`src/dcc_pkg.sv`:
```
package dcc_pkg;

	// special-function register map
	localparam logic [7:0] DCC_ZERO_CTRL_ADDR = 8'h9B;
	localparam logic [3:0] DCC_ZERO_CTRL_PAGE = 4'h0;
	localparam logic [7:0] DCC_CTRL_RESET     = 8'h00;

	// field positions in a control register
	localparam int DCC_EN_BIT   = 7;
	localparam int DCC_OUT_BIT  = 6;
	localparam int DCC_RISE_BIT = 5;
	localparam int DCC_FALL_BIT = 4;
	localparam int DCC_HYP_LSB  = 2;
	localparam int DCC_HYN_LSB  = 0;

	// hysteresis codes
	typedef enum logic [1:0] {
		DCC_HYS_OFF,
		DCC_HYS_5MV,
		DCC_HYS_10MV,
		DCC_HYS_20MV
	} dcc_hys_t;

	// per comparator analog settings
	typedef struct packed {
		logic     enable;
		dcc_hys_t hys_pos;
		dcc_hys_t hys_neg;
	} dcc_ana_cfg_t;

	// special-function bus request
	typedef struct packed {
		logic [3:0] page;
		logic [7:0] addr;
		logic       wr;
		logic [7:0] wdata;
	} dcc_sfr_req_t;

endpackage

```
`src/dcc_top.sv`:
```
`timescale 1ns/1ps
`default_nettype none

// Notes on behaviour
// [RULE1] two comparators share identical control and status logic
// [RULE2] each comparator has its own reset and wake capability setting; only the wake setting is built here (FIRST_CAN_WAKE, SECOND_CAN_WAKE)
// [RULE3] each offers a clock-latched output and a raw output for pins
// [RULE4] first raw output stays valid with the system clock stopped
// [RULE5] input mux and response time are programmable per comparator
// [RULE6] software enables a comparator before trusting outputs or flags
// [RULE7] clearing enable powers the comparator down
// [RULE8] software clears edge flags after enabling or changing modes
// [RULE9] bit 7 is enable, read/write, resets to 0
// [RULE10] bit 6 reads the comparator output state
// [RULE11] bit 5 sets on rising edge, cleared only by writing 0
// [RULE12] bit 4 sets on falling edge, cleared only by writing 0
// [RULE13] bits 3-2 select positive hysteresis off, 5, 10, 20 mV
// [RULE14] bits 1-0 select negative hysteresis with the same codes
// [RULE15] first control register at address 0x9B page 0, resets to zero
// [RULE16] first comparator can wake from suspend and sleep
// [RULE17] latched output is raw through two flops; edges come from it
// [RULE18] an edge in the clearing cycle leaves its flag set
module dcc_top
	import dcc_pkg::*;
#(
	parameter logic [7:0] SECOND_CTRL_ADDR = 8'h9D,
	parameter logic [3:0] SECOND_CTRL_PAGE = 4'h0,
	parameter logic [3:0] MUX_PAGE         = 4'h0,
	parameter logic [7:0] FIRST_MUX_ADDR   = 8'h9F,
	parameter logic [7:0] SECOND_MUX_ADDR  = 8'h9E,
	parameter logic [7:0] FIRST_MODE_ADDR  = 8'h9C,
	parameter logic [7:0] SECOND_MODE_ADDR = 8'h9A,
	parameter bit         FIRST_CAN_WAKE   = 1'b1,
	parameter bit         SECOND_CAN_WAKE  = 1'b0
) (
	// clock and reset
	input  wire logic         clk_i,
	input  wire logic         rst_n_i,
	// special-function register port
	input  wire dcc_sfr_req_t sfr_req_i,
	input  wire logic         sfr_wr_en_i,
	output logic [7:0]        sfr_rdata_o,
	// analog comparator raw results
	input  wire logic [1:0]   raw_result_i,
	// analog settings toward the front end
	output dcc_ana_cfg_t      ana_cfg_o [2],
	output logic [7:0]        input_mux_o [2],
	output logic [1:0]        resp_mode_o [2],
	// pin outputs
	output logic [1:0]        latched_out_o,
	output logic [1:0]        raw_out_o,
	// power management
	output logic              wake_req_o
);

	localparam int NCMP = 2;

	// elaboration guard; the decode below names exactly two comparators
	if (NCMP != 2) begin : g_ncmp_check
		$error("dcc_top serves exactly two comparators");
	end

	// decode helper, used for every register
	function automatic logic hit(input dcc_sfr_req_t r,
		input logic [3:0] pg, input logic [7:0] ad);
		hit = (r.page == pg) && (r.addr == ad);
	endfunction

	logic [1:0]   en_q, en_d, rise_q, rise_d, fall_q, fall_d;
	logic [1:0]   sync1_q, sync1_d, sync2_q, sync2_d, prev_q, prev_d;
	logic [1:0]   latched_q, latched_d;
	dcc_hys_t     hyp_q [NCMP], hyp_d [NCMP], hyn_q [NCMP], hyn_d [NCMP];
	logic [7:0]   mux_q [NCMP], mux_d [NCMP];
	logic [1:0]   resp_q [NCMP], resp_d [NCMP];
	logic [7:0]   rdata_d, rdata_q;
	logic [1:0]   wake_ok;
	logic         wake_d, wake_q;
	logic [1:0]   ctl_wr, mux_wr, mode_wr, rise_ev, fall_ev;

	assign wake_ok = {SECOND_CAN_WAKE, FIRST_CAN_WAKE}; // [RULE2]

	// write strobes per comparator; first control is fixed at 0x9B
	always_comb begin
		ctl_wr[0]  = sfr_wr_en_i && hit(sfr_req_i, DCC_ZERO_CTRL_PAGE,
			DCC_ZERO_CTRL_ADDR); // [RULE15]
		ctl_wr[1]  = sfr_wr_en_i && hit(sfr_req_i, SECOND_CTRL_PAGE,
			SECOND_CTRL_ADDR);
		mux_wr[0]  = sfr_wr_en_i && hit(sfr_req_i, MUX_PAGE, FIRST_MUX_ADDR);
		mux_wr[1]  = sfr_wr_en_i && hit(sfr_req_i, MUX_PAGE, SECOND_MUX_ADDR);
		mode_wr[0] = sfr_wr_en_i && hit(sfr_req_i, MUX_PAGE, FIRST_MODE_ADDR);
		mode_wr[1] = sfr_wr_en_i && hit(sfr_req_i, MUX_PAGE,
			SECOND_MODE_ADDR);
	end

	// synchroniser, edge detect and control next state
	always_comb begin
		sync1_d = raw_result_i;
		sync2_d = sync1_q; // [RULE17]
		prev_d  = sync2_q;
		for (int i = 0; i < NCMP; i++) begin
			// edges only count while powered; a disabled comparator is quiet
			rise_ev[i] = en_q[i] && sync2_q[i] && !prev_q[i]; // [RULE17]
			fall_ev[i] = en_q[i] && !sync2_q[i] && prev_q[i];
			en_d[i]   = en_q[i];
			rise_d[i] = rise_q[i];
			fall_d[i] = fall_q[i];
			hyp_d[i]  = hyp_q[i];
			hyn_d[i]  = hyn_q[i];
			mux_d[i]  = mux_q[i];
			resp_d[i] = resp_q[i];
			if (ctl_wr[i]) begin
				en_d[i]   = sfr_req_i.wdata[DCC_EN_BIT]; // [RULE9] [RULE7]
				rise_d[i] = sfr_req_i.wdata[DCC_RISE_BIT];
				fall_d[i] = sfr_req_i.wdata[DCC_FALL_BIT];
				hyp_d[i]  = dcc_hys_t'(sfr_req_i.wdata[DCC_HYP_LSB +: 2]); // [RULE13]
				hyn_d[i]  = dcc_hys_t'(sfr_req_i.wdata[DCC_HYN_LSB +: 2]); // [RULE14]
			end
			if (mux_wr[i]) begin
				mux_d[i] = sfr_req_i.wdata; // [RULE5]
			end
			if (mode_wr[i]) begin
				resp_d[i] = sfr_req_i.wdata[1:0]; // [RULE5]
			end
			// set wins over software clear
			if (rise_ev[i]) begin
				rise_d[i] = 1'b1; // [RULE11] [RULE18]
			end
			if (fall_ev[i]) begin
				fall_d[i] = 1'b1; // [RULE12] [RULE18]
			end
		end
		// pin copy registered from next values so it lines up with sync2_q
		latched_d = sync2_d & en_d; // [RULE3]
	end

	// read mux and wake request
	always_comb begin
		rdata_d = 8'h00;
		for (int i = 0; i < NCMP; i++) begin
			if (hit(sfr_req_i, i == 0 ? DCC_ZERO_CTRL_PAGE : SECOND_CTRL_PAGE,
				i == 0 ? DCC_ZERO_CTRL_ADDR : SECOND_CTRL_ADDR)) begin
				rdata_d = {en_q[i], sync2_q[i] & en_q[i], rise_q[i],
					fall_q[i], hyp_q[i], hyn_q[i]}; // [RULE10] [RULE1]
			end
			if (hit(sfr_req_i, MUX_PAGE,
				i == 0 ? FIRST_MUX_ADDR : SECOND_MUX_ADDR)) begin
				rdata_d = mux_q[i];
			end
			if (hit(sfr_req_i, MUX_PAGE,
				i == 0 ? FIRST_MODE_ADDR : SECOND_MODE_ADDR)) begin
				rdata_d = {6'h00, resp_q[i]};
			end
		end
		// clocked wake is a fallback; the raw pin wakes with no clock
		wake_d = |(wake_ok & en_q & (rise_ev | fall_ev)); // [RULE16]
	end

	// state registers
	always_ff @(posedge clk_i or negedge rst_n_i) begin
		if (!rst_n_i) begin
			en_q    <= 2'h0;
			rise_q  <= 2'h0;
			fall_q  <= 2'h0;
			sync1_q <= 2'h0;
			sync2_q <= 2'h0;
			prev_q  <= 2'h0;
			latched_q <= 2'h0;
			rdata_q <= DCC_CTRL_RESET;
			wake_q  <= 1'b0;
			for (int i = 0; i < NCMP; i++) begin
				hyp_q[i]  <= DCC_HYS_OFF;
				hyn_q[i]  <= DCC_HYS_OFF;
				mux_q[i]  <= 8'h00;
				resp_q[i] <= 2'h0;
			end
		end else begin
			en_q    <= en_d;
			rise_q  <= rise_d;
			fall_q  <= fall_d;
			sync1_q <= sync1_d;
			sync2_q <= sync2_d;
			prev_q  <= prev_d;
			latched_q <= latched_d;
			rdata_q <= rdata_d;
			wake_q  <= wake_d;
			for (int i = 0; i < NCMP; i++) begin
				hyp_q[i]  <= hyp_d[i];
				hyn_q[i]  <= hyn_d[i];
				mux_q[i]  <= mux_d[i];
				resp_q[i] <= resp_d[i];
			end
		end
	end

	// outputs; raw path is deliberately combinational so it needs no clock
	always_comb begin
		for (int i = 0; i < NCMP; i++) begin
			ana_cfg_o[i]   = '{enable: en_q[i], hys_pos: hyp_q[i],
				hys_neg: hyn_q[i]}; // [RULE7]
			input_mux_o[i] = mux_q[i];
			resp_mode_o[i] = resp_q[i];
		end
	end
	assign raw_out_o     = raw_result_i & en_q; // [RULE3] [RULE4]
	assign latched_out_o = latched_q; // [RULE3]
	assign sfr_rdata_o   = rdata_q;
	assign wake_req_o    = wake_q;
endmodule // dcc_top

`default_nettype wire

```
`config.mk`:
```
export PLATFORM = sky130hd
export DESIGN_NAME = dcc_top
export DESIGN_NICKNAME = d
export VERILOG_FILES = /design/src/dcc_pkg.sv /design/src/dcc_top.sv
export SDC_FILE = /design/constraint.sdc
export NUM_CORES = 1
export LEC_CHECK = 0
export ABC_AREA = 1
export BUFFER_PORTS_ARGS = -buffer_cell sky130_fd_sc_hd__buf_2
export CORE_MARGIN = 3
export CORE_UTILIZATION = 40
export CTS_CLUSTER_SIZE = 30
export DETAILED_ROUTE_END_ITERATION = 16
export PLACE_DENSITY = 0.62
export SLEW_MARGIN = 15
export SYNTH_ARGS = -nofsm -noshare
export SYNTH_HDL_FRONTEND = slang
export SYNTH_SLANG_ARGS = --single-unit
```
`constraint.sdc`:
```
create_clock -name clk_i -period 2 [get_ports clk_i]
set_input_delay 0.1 -clock clk_i [delete_from_list [all_inputs] [get_ports clk_i]]
set_output_delay 0.1 -clock clk_i [all_outputs]
set_load 0.03 [all_outputs]
```
==> impl_summary.txt, run 1 <==
----------------------------------------------------
[Worst setup path]
  Data required, critical path ... roughly 1.9 ns
  Arrival time of the worst setup path ... around 1.1 ns
  Worst Setup Path Type ... reg -> out
  Worst setup EP type ... output pin
  Largest stage delay on the critical path ... 0.46 ns
  Critical-path top delay cell ... dfrtp_1
  Critical-path maximum fanout ... 7
  Ordered cell list for the critical path ... nand2_1, inv_1, buf_2
  Critical Path Source Type ... flip-flop

[Power and ir drop]
  Maximum ir drop on the vdd rail ... 368 uV
  Leak pwr ... approximately 1.6 nW
  Portion of total power attributed to the clock network ... 34.0%
  Power share of the sequential group ... 59.8%
  Share of power burned in combinational logic ... roughly 6.2%
  Proportion of total power due to net switching ... between 20% and 30%
  Total power divided by cell area ... 608 mW/mm^2
  Switching power summed over all nets ... a little over 0.0004 W
  Cell-internal power ... 0.00135 W

[Clock tree]
  Resized cells post-CTS ... 0
  Buffer count from post-CTS setup fixing ... 0
  Clock insertion delay at the later pin of the skew report ... 0.30 ns
  Maximum clock path buffer count ... 2
  CTS tree ... done
  Root buf cell ... clkbuf_8
  CTS H-tree depth ... 2
  Total clock buffers created by CTS ... 5
  Clock edge transition at the registers on the reported setup and hold paths ... 0.09 ns
  Sinks on Clock Net ... a little over 50

[Detailed routing]
  Via density per instance ... approximately 4.7
  Aggregate routed wire length ... approximately 5400 um
  Detailed-route wire length per cell ... 13.7 um
  Routed vias ... 1862
  Routed Antenna Nets ... 0
  Drt first-iter violations ... 64
  Number of iterations in the first detailed-routing pass ... 4
  DRC Markers ... 0

[Logic synthesis]
  Yosys Warn Count ... 0
  Combinational family with the most area after synthesis ... simple AND/OR/NAND/NOR gates
  Share of the synthesized netlist area taken by xor and xnor gates ... 0%
  Commonest cells in the synthesized netlist ... 67 x nand2_1, 51 x dfrtp_1, 23 x o21ai_2
  Largest cells by area after synthesis ... dfrtp_1 54%, nand2_1 11%, o21ai_2 8.5%
  Post-synthesis instance total ... 250
  Most area-hungry cell type in the Yosys netlist ... dfrtp_1
  Simple-gate portion of the synthesized area ... 22.6%
  Post-synthesis net count ... 276
  Register area share after synthesis ... 53.7%
  Number of synthesized flops with an enable pin ... 0
  Share of the synthesized area in compound gates (AO/OA/AOI/OAI) ... 16.8%
  Synth Area in Adders ... 0%
  Post-synth design cell area ... 0.00237 sq mm
  Mean instance size in the synthesized netlist ... 9.50 sq um
  Most used DFF post-synth ... dfrtp_1
  Share of synthesized registers carrying an async set or reset ... 100%
  Area share of the largest cell type after synthesis ... 53.7%
  Register bit count reported by yosys ... 51
  Multiplexer share of the synthesized area ... 0%
  Library cells used by synthesis ... 25
  Dominant cell by count in the synthesized netlist ... nand2_1

[Die]
  Die Height ... 83.1 um
  Die Span X ... 83.1 um
  Starting Density ... 42.1%
  Number of placement rows ... 27
  Core Box Area ... 0.00564 sq mm
  Floorplan die area ... 0.00690 sq mm
  Count of pins on the block boundary ... 69

[GRT]
  Grt total ovfl ... 0
  Overall fraction of global-route tracks in use ... 17.0%
  Global-route wire length before repair ... between 9000 and 10000 um
  Via count of the first global-routing pass ... ~1.9k
  Antenna violations before repair ... 0
  Pin count of the biggest net entering global routing ... 27

[STA]
  Setup repair after global routing missed its margin ... false
  Worst-case hold slack ... 0.0349 ns
  Final-layout setup total negative slack ... 0 ns
  Maximum clock skew at final layout ... 0.00603 ns
  Slew Viols, Final ... 0
  Number of setup violations in the final report ... 0
  Number of hold-slack violations in the final timing report ... 0
  Crit path setup slack, layout ... around 0.83 ns
  Highest Clock Rate ... 853 MHz
  Slew at the pin closest to its max-slew limit ... ~0.6 ns
  Post-layout min period ... 1.17 ns
  Max-slew headroom ... 59.3%
  Period Utilization, post-route ... between 50% and 60%

[Finish]
  Net count of the finished layout ... around 350
  Multi-input gate area ... ~930 sq um
  Register Area ... roughly 0.0013 sq mm
  Area growth from synthesis to layout ... 21.3%
  ANT cells ... 0
  Final Core Density ... 51.1%
  Number of filler instances in the final layout ... 527
  Share of layout cells above drive strength 1 ... roughly two fifths

[Placement]
  Half-perimeter wire length after placement ... roughly 4000 um
  Port Buffer Count ... 67
  Routability cong. ... 0.750
  Worst slack at placement ... 0.650 ns

[Worst hold path]
  Class of the most critical hold timing path ... in -> reg

[Job]
  Number of max-capacitance violations reported ... 0

[Status]
  Run status ... completed

----------------------------------------------------
registers in the layout, summed over array words and instances, names as in the netlist:
register and cells:
ana_cfg_o 8, en_q 2, fall_q 2, input_mux_o 16
latched_out_o 2, prev_d 2, prev_q 2, resp_mode_o 4
rise_q 2, sfr_rdata_o 8, sync1_q 2, wake_req_o 1
layout make-up:
cell class	count	share of cell area, %
flip-flops and latches	51	44.3
multi-input cells	168	32.4
repair buffers	71	13.4
inverters	26	3.78
well taps	72	3.13
clock buffers	6	2.87
clock inverters	1	0.174
cells in the final DEF (no fill, tap or decap), drive strengths merged:
master,synthesis,final
dlygate4sd3,0,3
nor3,1,1
clkinv,1,2
o21ai,39,39
clkbuf,0,6
a21boi,2,2
nand2,81,81
a21oi,8,8
inv,25,25
or2,1,1
dfrtp,51,51
a31oi,5,5
buf,5,68
nor2,21,21
o221ai,2,2
nand3,8,8
critical path: cells and delay by family (launching register included):
family	cells	cell delay, ns
buffers and inverters	2	0.23
flip-flops	1	0.46
AND/OR/NAND/NOR	1	0.07
logic make-up (layout without fill, tap and decap cells):
logic type             after synthesis  in the layout
buffers and inverters               31            104
AO/OA/AOI/OAI                       56             56
flip-flops                          51             51
AND/OR/NAND/NOR                    112            112
stage by stage:
stage	instance area, sq um	cells	power, W
2_1_floorplan	2370	250	0.00111
3_3_place_gp	2760	385	0.00117
3_5_place_dp	2760	385	0.00118
4_1_cts	2880	395	0.00178
5_1_grt	2880	395	0.00183
6_report	2880	395	0.00175
metal layers:
metal,track usage (%),part of all wire [%]
met3,3.37,4.5
met2,26.4,46
met5,0,0
met4,5.79,1.7
met1,23.8,48
final timing paths:
| check | endpoint | start | depth (start not counted) | slack [ns] |
|---|---|---|---|---|
| setup / recovery | raw_out_o[0] | en_q[0]$_DFF_PN0_ | 3 | 0.83 |
| hold / removal | ana_cfg_o[0]$_DFFE_PN0P_ | sfr_req_i[0] | 3 | 0.03 |
| setup reg to reg | wake_req_o$_DFF_PN0_ | en_q[0]$_DFF_PN0_ | 3 | 0.97 |
| hold reg to reg | prev_d[0]$_DFF_PN0_ | sync1_q[0]$_DFF_PN0_ | 0 | 0.39 |
| max in group asynchronous | resp_mode_o[2]$_DFFE_PN0P_ | rst_n_i | 3 | 1.12 |
| min in group asynchronous | ana_cfg_o[3]$_DFFE_PN0P_ | rst_n_i | 2 | 0.33 |
what timing repair did:
| action | in CTS | in global routing |
|---|---|---|
| endpoints found under the setup margin | 0 | 0 |
| hold buffers | 3 | 0 |
| endpoints found under the hold margin | 27 | 0 |
power groups by stage:
stage          Sequential (W)  Clock, W  Combinational (W)
4_1_cts               0.00105  0.000619           0.000112
2_1_floorplan         0.00107         0          0.0000347
6_report              0.00105  0.000595           0.000109
3_3_place_gp          0.00107         0           0.000105
3_5_place_dp          0.00107         0           0.000107
5_1_grt               0.00105  0.000656           0.000124
(Power assumes the default switching activity.)
==> run 2, diff against run 1 <==
--- a/config.mk
+++ b/config.mk
@@ -11,7 +11,7 @@
 export CORE_UTILIZATION = 40
 export CTS_CLUSTER_SIZE = 30
 export DETAILED_ROUTE_END_ITERATION = 16
-export PLACE_DENSITY = 0.62
+export PLACE_DENSITY = 0.65
 export SLEW_MARGIN = 15
 export SYNTH_ARGS = -nofsm -noshare
 export SYNTH_HDL_FRONTEND = slang
==> constraint.sdc (replaced) <==
create_clock -name clk_i -period 1 [get_ports clk_i]
set_input_delay 0.05 -clock clk_i [delete_from_list [all_inputs] [get_ports clk_i]]
set_output_delay 0.05 -clock clk_i [all_outputs]
set_load 0.03 [all_outputs]
==> impl_summary.txt, run 2 (synthesized netlist as in run 1, its figures left out) <==
----------------------------------------------------
[Status]
  Run status ... finished with violations (was completed)
  Violated checks ... negative setup slack

[Worst setup path]
  Data required, critical path ... 0.95 ns (was 1.90 ns)
  Arrival time of the worst setup path ... 1.02 ns (was 1.07 ns)
  Top delay family on crit path ... flip-flops (unchanged)
  Start point of the critical path ... en_q[0]$_DFF_PN0_ (unchanged)
  Most Frequent Cell on Critical Path ... buf_6
  Largest stage delay on the critical path ... 0.46 ns (about the same)
  Ordered cell list for the critical path ... buf_6, buf_6 (was nand2_1, inv_1, buf_2)
  Critical Path Source Type ... flip-flop (unchanged)
  Logic depth of the worst setup path including buffers ... 2 (was 3)
  Worst Setup Path Type ... reg -> out (unchanged)
  Setup slack of the worst register-to-register path ... -0.04 ns (was 0.97 ns)
  Worst path bufs/invs ... 2 (unchanged)
  Reg2Reg Capture Point ... wake_req_o$_DFF_PN0_ (unchanged)
  Critical Path Sink ... ana_cfg_o[9] (was raw_out_o[0])
  Critical-path top delay cell ... dfrtp_2 (was dfrtp_1)
  Reg2reg start ... en_q[0]$_DFF_PN0_ (unchanged)
  Worst setup EP type ... output pin (unchanged)
  Critical-path maximum fanout ... 4 (was 7)
  Number of cells on the worst reg-to-reg path ... 4 (was 3)

[Finish]
  Most common cell after layout, fill and taps aside ... nand2_1
  Area growth from synthesis to layout ... 38.7% (was 21.3%)
  Share of layout cells above drive strength 1 ... 50.8% (was 39.3%)
  ANT cells ... 0 (unchanged)
  Final Core Density ... 58.4% (was 51.1%)
  Net count of the finished layout ... 384 (was 349)
  Cell area after layout ... 0.00329 sq mm (was 0.00288 sq mm)
  Commonest cells after routing, fill and taps aside ... 61 x nand2_1, 54 x buf_2, 48 x dfrtp_1 (was 67 x nand2_1, 67 x buf_2, 51 x dfrtp_1)
  Number of flip-flops in the largest register ... 16 (unchanged)
  Post-layout instance count excluding filler cells ... 430 (was 395)

[GRT]
  Overall fraction of global-route tracks in use ... 17.4% (was 17.0%)
  Pin count of the biggest net entering global routing ... 52 (was 27)
  Via count of the first global-routing pass ... 2061 (was 1920)
  Antenna violations before repair ... 0 (unchanged)
  Grt total ovfl ... 0 (unchanged)
  Global-route wire length before repair ... 9770 um (was 9510 um)

[Clock tree]
  Maximum clock path buffer count ... 2 (unchanged)
  CTS tree ... done (unchanged)
  CTS H-tree depth ... 2 (unchanged)
  Clock insertion delay at the later pin of the skew report ... 0.30 ns (about the same)
  Sinks on Clock Net ... 51 (unchanged)
  Clock edge transition at the registers on the reported setup and hold paths ... 0.09 ns (about the same)
  Total clock buffers created by CTS ... 5 (unchanged)
  Root buf cell ... clkbuf_8 (unchanged)

[Placement]
  Worst slack at placement ... -0.241 ns (was 0.650 ns)
  Half-perimeter wire length after placement ... 4250 um (was 4120 um)
  Cell total after placement ... 409 (was 385)
  Port Buffer Count ... 67 (unchanged)
  Placed inst area ... 0.00300 sq mm (was 0.00276 sq mm)
  Routability cong. ... 0.832 (was 0.750)

[Detailed routing]
  Number of iterations in the first detailed-routing pass ... 6 (was 4)
  Aggregate routed wire length ... 5840 um (was 5410 um)
  Routed Antenna Nets ... 0 (unchanged)
  Drt first-iter violations ... 81 (was 64)
  DRC Markers ... 0 (unchanged)
  Via density per instance ... 4.89 (was 4.71)
  Detailed-route wire length per cell ... 13.6 um (was 13.7 um)
  Routed vias ... 2101 (was 1862)

[STA]
  Max-slew headroom ... 78.2% (was 59.3%)
  Slew Viols, Final ... 0 (unchanged)
  Post-layout min period ... 1.07 ns
  Number of setup violations in the final report ... 5 (was 0)
  Highest Clock Rate ... 937 MHz
  Period Utilization, post-route ... 107%
  Slew at the pin closest to its max-slew limit ... 0.326 ns (was 0.611 ns)
  Setup repair after global routing missed its margin ... true (was false)
  Crit path setup slack, layout ... -0.0678 ns (was 0.827 ns)
  Number of hold-slack violations in the final timing report ... 0 (unchanged)
  Maximum clock skew at final layout ... 0.00925 ns (was 0.00603 ns)

[Power and ir drop]
  Maximum ir drop on the vdd rail ... 693 uV (was 368 uV)
  Total power divided by cell area ... 1060 mW/mm^2 (was 608 mW/mm^2)
  Leak pwr ... 1.83 nW (was 1.65 nW)
  Total power after layout ... 0.00348 W (was 0.00175 W)

[Die]
  Die Span X ... 83.1 um (unchanged)
  Count of pins on the block boundary ... 69 (unchanged)
  Starting Density ... 42.1% (unchanged)
  Number of placement rows ... 27 (unchanged)
  Floorplan die area ... 0.00690 sq mm (unchanged)
  Core Box Area ... 0.00564 sq mm (unchanged)
  Die Height ... 83.1 um (unchanged)

[Worst hold path]
  Class of the most critical hold timing path ... in -> reg (unchanged)

[Job]
  Number of max-capacitance violations reported ... 0 (unchanged)

----------------------------------------------------
## run 2: worst min-delay path, cell delays in order
cell	delay [ns]
buf_2	0.07
inv_1	0.05
o21ai_2	0.12
## run 2: layout make-up
type,instances,area (sq um)
fill,491,2350
sequential,51,1280
multi-input combinational,168,1000
timing repair buffer,106,726
inverter,26,111
tap,72,90.1
clock buffer,5,68.8
clock inverter,2,13.8
## run 2: metal layers
| layer | routed length (um) | share of wire [%] | global-route usage (%) |
|---|---|---|---|
| met1 | 2610 | 45 | 22.2 |
| met2 | 3000 | 51 | 30.3 |
| met3 | 210 | 3.6 | 2.88 |
| met4 | 17 | 0.29 | 4.90 |
| met5 | 0 | 0 | 0 |
## run 2: how the worst min path moves through the flow
| stage | from | end | cells past startpoint |
|---|---|---|---|
| 4_1_cts | sfr_req_i[6] | input_mux_o[14]$_DFFE_PN0P_ | 3 |
| 3_5_place_dp | rst_n_i | sync1_q[1]$_DFF_PN0_ | 2 |
| 5_1_grt | sfr_req_i[6] | input_mux_o[6]$_DFFE_PN0P_ | 3 |
| 2_1_floorplan | rst_n_i | ana_cfg_o[0]$_DFFE_PN0P_ | 0 |
| 6_report | sfr_req_i[6] | input_mux_o[14]$_DFFE_PN0P_ | 3 |
| 3_3_place_gp | rst_n_i | sync1_q[1]$_DFF_PN0_ | 2 |
## run 2: per-stage QoR
stage / hold slack (ns) / setup TNS [ns]
finish: 0.0211 / -0.160
global route: 0.0267 / -0.578
CTS: 0.0146 / -0.216
detailed placement: 0.0601 / -7.67
global placement: 0.0601 / -7.04
floorplan: -0.246 / -0.0430
## run 2: power by group
group,internal [W],switching (W),total (W)
registers,0.00208,0.0000175,0.00210
logic,0.0000926,0.000157,0.000249
clock network,0.000480,0.000650,0.00113
total,0.00265,0.000824,0.00348
## run 2: what timing repair did
item,4_1_cts,5_1_grt
hold buffers,4,0
pin swaps,0,9
endpoints found under the setup margin,5,19
resized for setup,14,23
endpoints found under the hold margin,54,0
setup buffers,4,7
==> run 3, diff against run 2 <==
--- a/config.mk
+++ b/config.mk
@@ -7,7 +7,7 @@
 export LEC_CHECK = 0
 export ABC_AREA = 1
 export BUFFER_PORTS_ARGS = -buffer_cell sky130_fd_sc_hd__buf_2
-export CORE_MARGIN = 3
+export CORE_MARGIN = 2
 export CORE_UTILIZATION = 40
 export CTS_CLUSTER_SIZE = 30
 export DETAILED_ROUTE_END_ITERATION = 16
==> impl_summary.txt, run 3 (synthesized netlist as in run 1, its figures left out) <==
----------------------------------------------------
[Status]
  Run status ... finished with violations (unchanged)
  Violated checks ... negative setup slack (unchanged)

[Finish]
  Cell area after layout ... 0.00335 sq mm (was 0.00329 sq mm)
  Commonest cells after routing, fill and taps aside ... 61 x nand2_1, 48 x dfrtp_1, 47 x buf_2 (was 61 x nand2_1, 54 x buf_2, 48 x dfrtp_1)
  Most common cell after layout, fill and taps aside ... nand2_1 (unchanged)
  Net count of the finished layout ... 387 (was 384)
  Share of layout cells above drive strength 1 ... 50.6% (was 50.8%)
  ANT cells ... 0 (unchanged)
  Area growth from synthesis to layout ... 40.9% (was 38.7%)
  Final Core Density ... 57.6% (was 58.4%)
  Number of flip-flops in the largest register ... 16 (unchanged)

[Power and ir drop]
  Total power divided by cell area ... 1140 mW/mm^2 (was 1060 mW/mm^2)
  Maximum ir drop on the vdd rail ... 951 uV (was 693 uV)
  Leak pwr ... 1.86 nW (was 1.83 nW)

[Clock tree]
  CTS tree ... done (unchanged)
  Maximum clock path buffer count ... 2 (unchanged)
  Root buf cell ... clkbuf_8 (unchanged)
  Total clock buffers created by CTS ... 5 (unchanged)
  Sinks on Clock Net ... 51 (unchanged)
  Clock edge transition at the registers on the reported setup and hold paths ... 0.10 ns (was 0.09 ns)
  Clock insertion delay at the later pin of the skew report ... 0.31 ns (was 0.30 ns)
  CTS H-tree depth ... 2 (unchanged)

[STA]
  Slew Viols, Final ... 0 (unchanged)
  Highest Clock Rate ... 890 MHz (was 937 MHz)
  Slew at the pin closest to its max-slew limit ... 0.332 ns (was 0.326 ns)
  Max-slew headroom ... 77.8% (was 78.2%)
  Final-layout setup total negative slack ... -0.467 ns (was -0.160 ns)
  Period Utilization, post-route ... 112% (was 107%)
  Post-layout min period ... 1.12 ns (was 1.07 ns)
  Number of hold-slack violations in the final timing report ... 0 (unchanged)
  Setup repair after global routing missed its margin ... true (unchanged)
  Worst-case hold slack ... 0.00106 ns (was 0.0211 ns)
  Maximum clock skew at final layout ... 0.00834 ns (was 0.00925 ns)
  Number of setup violations in the final report ... 6 (was 5)
  Crit path setup slack, layout ... -0.124 ns (was -0.0678 ns)

[GRT]
  Global-route wire length before repair ... 9250 um (was 9770 um)
  Via count of the first global-routing pass ... 1954 (was 2061)
  Antenna violations before repair ... 0 (unchanged)
  Pin count of the biggest net entering global routing ... 52 (unchanged)
  Overall fraction of global-route tracks in use ... 18.6% (was 17.4%)
  Grt total ovfl ... 0 (unchanged)

[Die]
  Count of pins on the block boundary ... 69 (unchanged)
  Starting Density ... 40.8% (was 42.1%)
  Die Height ... 81.1 um (was 83.1 um)
  Core Box Area ... 0.00582 sq mm (was 0.00564 sq mm)
  Floorplan die area ... 0.00657 sq mm (was 0.00690 sq mm)
  Die Span X ... 81.1 um (was 83.1 um)
  Number of placement rows ... 28 (was 27)

[Placement]
  Routability cong. ... 0.820 (was 0.832)
  Placed inst area ... 0.00298 sq mm (was 0.00300 sq mm)
  Worst slack at placement ... -0.235 ns (was -0.241 ns)
  Port Buffer Count ... 67 (unchanged)
  Half-perimeter wire length after placement ... 4200 um (was 4250 um)

[Worst setup path]
  Worst setup EP type ... output pin (unchanged)
  Critical-path maximum fanout ... 3 (was 4)
  Arrival time of the worst setup path ... 1.07 ns (was 1.02 ns)
  Data required, critical path ... 0.95 ns (about the same)
  Worst Setup Path Type ... reg -> out (unchanged)
  Critical Path Source Type ... flip-flop (unchanged)

[Detailed routing]
  DRC Markers ... 0 (unchanged)
  Drt first-iter violations ... 119 (was 81)
  Aggregate routed wire length ... 5850 um (was 5840 um)
  Routed Antenna Nets ... 0 (unchanged)
  Routed vias ... 2065 (was 2101)
  Number of iterations in the first detailed-routing pass ... 4 (was 6)
  Detailed-route wire length per cell ... 13.4 um (was 13.6 um)
  Via density per instance ... 4.73 (was 4.89)

[Worst hold path]
  Class of the most critical hold timing path ... in -> reg (unchanged)

[Job]
  Number of max-capacitance violations reported ... 0 (unchanged)

----------------------------------------------------
-- run 3: metal layers --
layer	part of all wire, %	GRT usage, %	up-vias
met5	0	0	-
met4	1.1	4.92	0
met3	4.6	4.33	7
met2	50	31.4	48
met1	44	24.1	984
li1	-	-	1026
-- run 3: report_power, final --
group	total (W)	internal [W]	leakage, nW	switching, W
Clock	0.00146	0.000746	0.0581	0.000709
Sequential	0.00210	0.00208	0.678	0.0000170
Combinational	0.000246	0.0000905	1.12	0.000155
-- run 3: layout make-up --
class / instances / area, sq um
clock buffers: 5 / 68.8
clock inverters: 3 / 43.8
fillers: 549 / 2470
inverters: 26 / 109
multi-input cells: 168 / 991
flip-flops and latches: 51 / 1280
well taps: 75 / 93.8
repair buffers: 109 / 761
-- run 3: repair_timing --
action / 4_1_cts / 5_1_grt
endpoints found under the setup margin: 5 / 26
hold buffers: 4 / 0
endpoints found under the hold margin: 54 / 0
pin swaps: 0 / 7
setup buffers: 4 / 10
gates resized for setup: 15 / 26
-- run 3: path summary, 6_finish.rpt --
kind / cells past startpoint / startpoint / to / slack [ns]
worst max-delay path: 4 / en_q[0]$_DFF_PN0_ / raw_out_o[0] / -0.12
worst min-delay path: 3 / sfr_req_i[6] / input_mux_o[6]$_DFFE_PN0P_ / 0.001
worst max register to register: 4 / en_q[0]$_DFF_PN0_ / wake_req_o$_DFF_PN0_ / -0.10
worst min register to register: 0 / sync1_q[0]$_DFF_PN0_ / prev_d[0]$_DFF_PN0_ / 0.39
max in group asynchronous: 3 / rst_n_i / input_mux_o[8]$_DFFE_PN0P_ / 0.51
min in group asynchronous: 3 / rst_n_i / wake_req_o$_DFF_PN0_ / 0.25
-- run 3: per-stage QoR --
stage          std cells  power [W]
6_report             437    0.00380
5_1_grt              437    0.00394
4_1_cts              427    0.00381
3_5_place_dp         411    0.00237
3_3_place_gp         411    0.00237
2_1_floorplan        250    0.00222
-- run 3: worst max-delay path, stage by stage (launching register included) --
cell and delay (ns):
dfrtp_2 0.43, buf_6 0.12, nand2_2 0.05, inv_2 0.03, buf_6 0.12
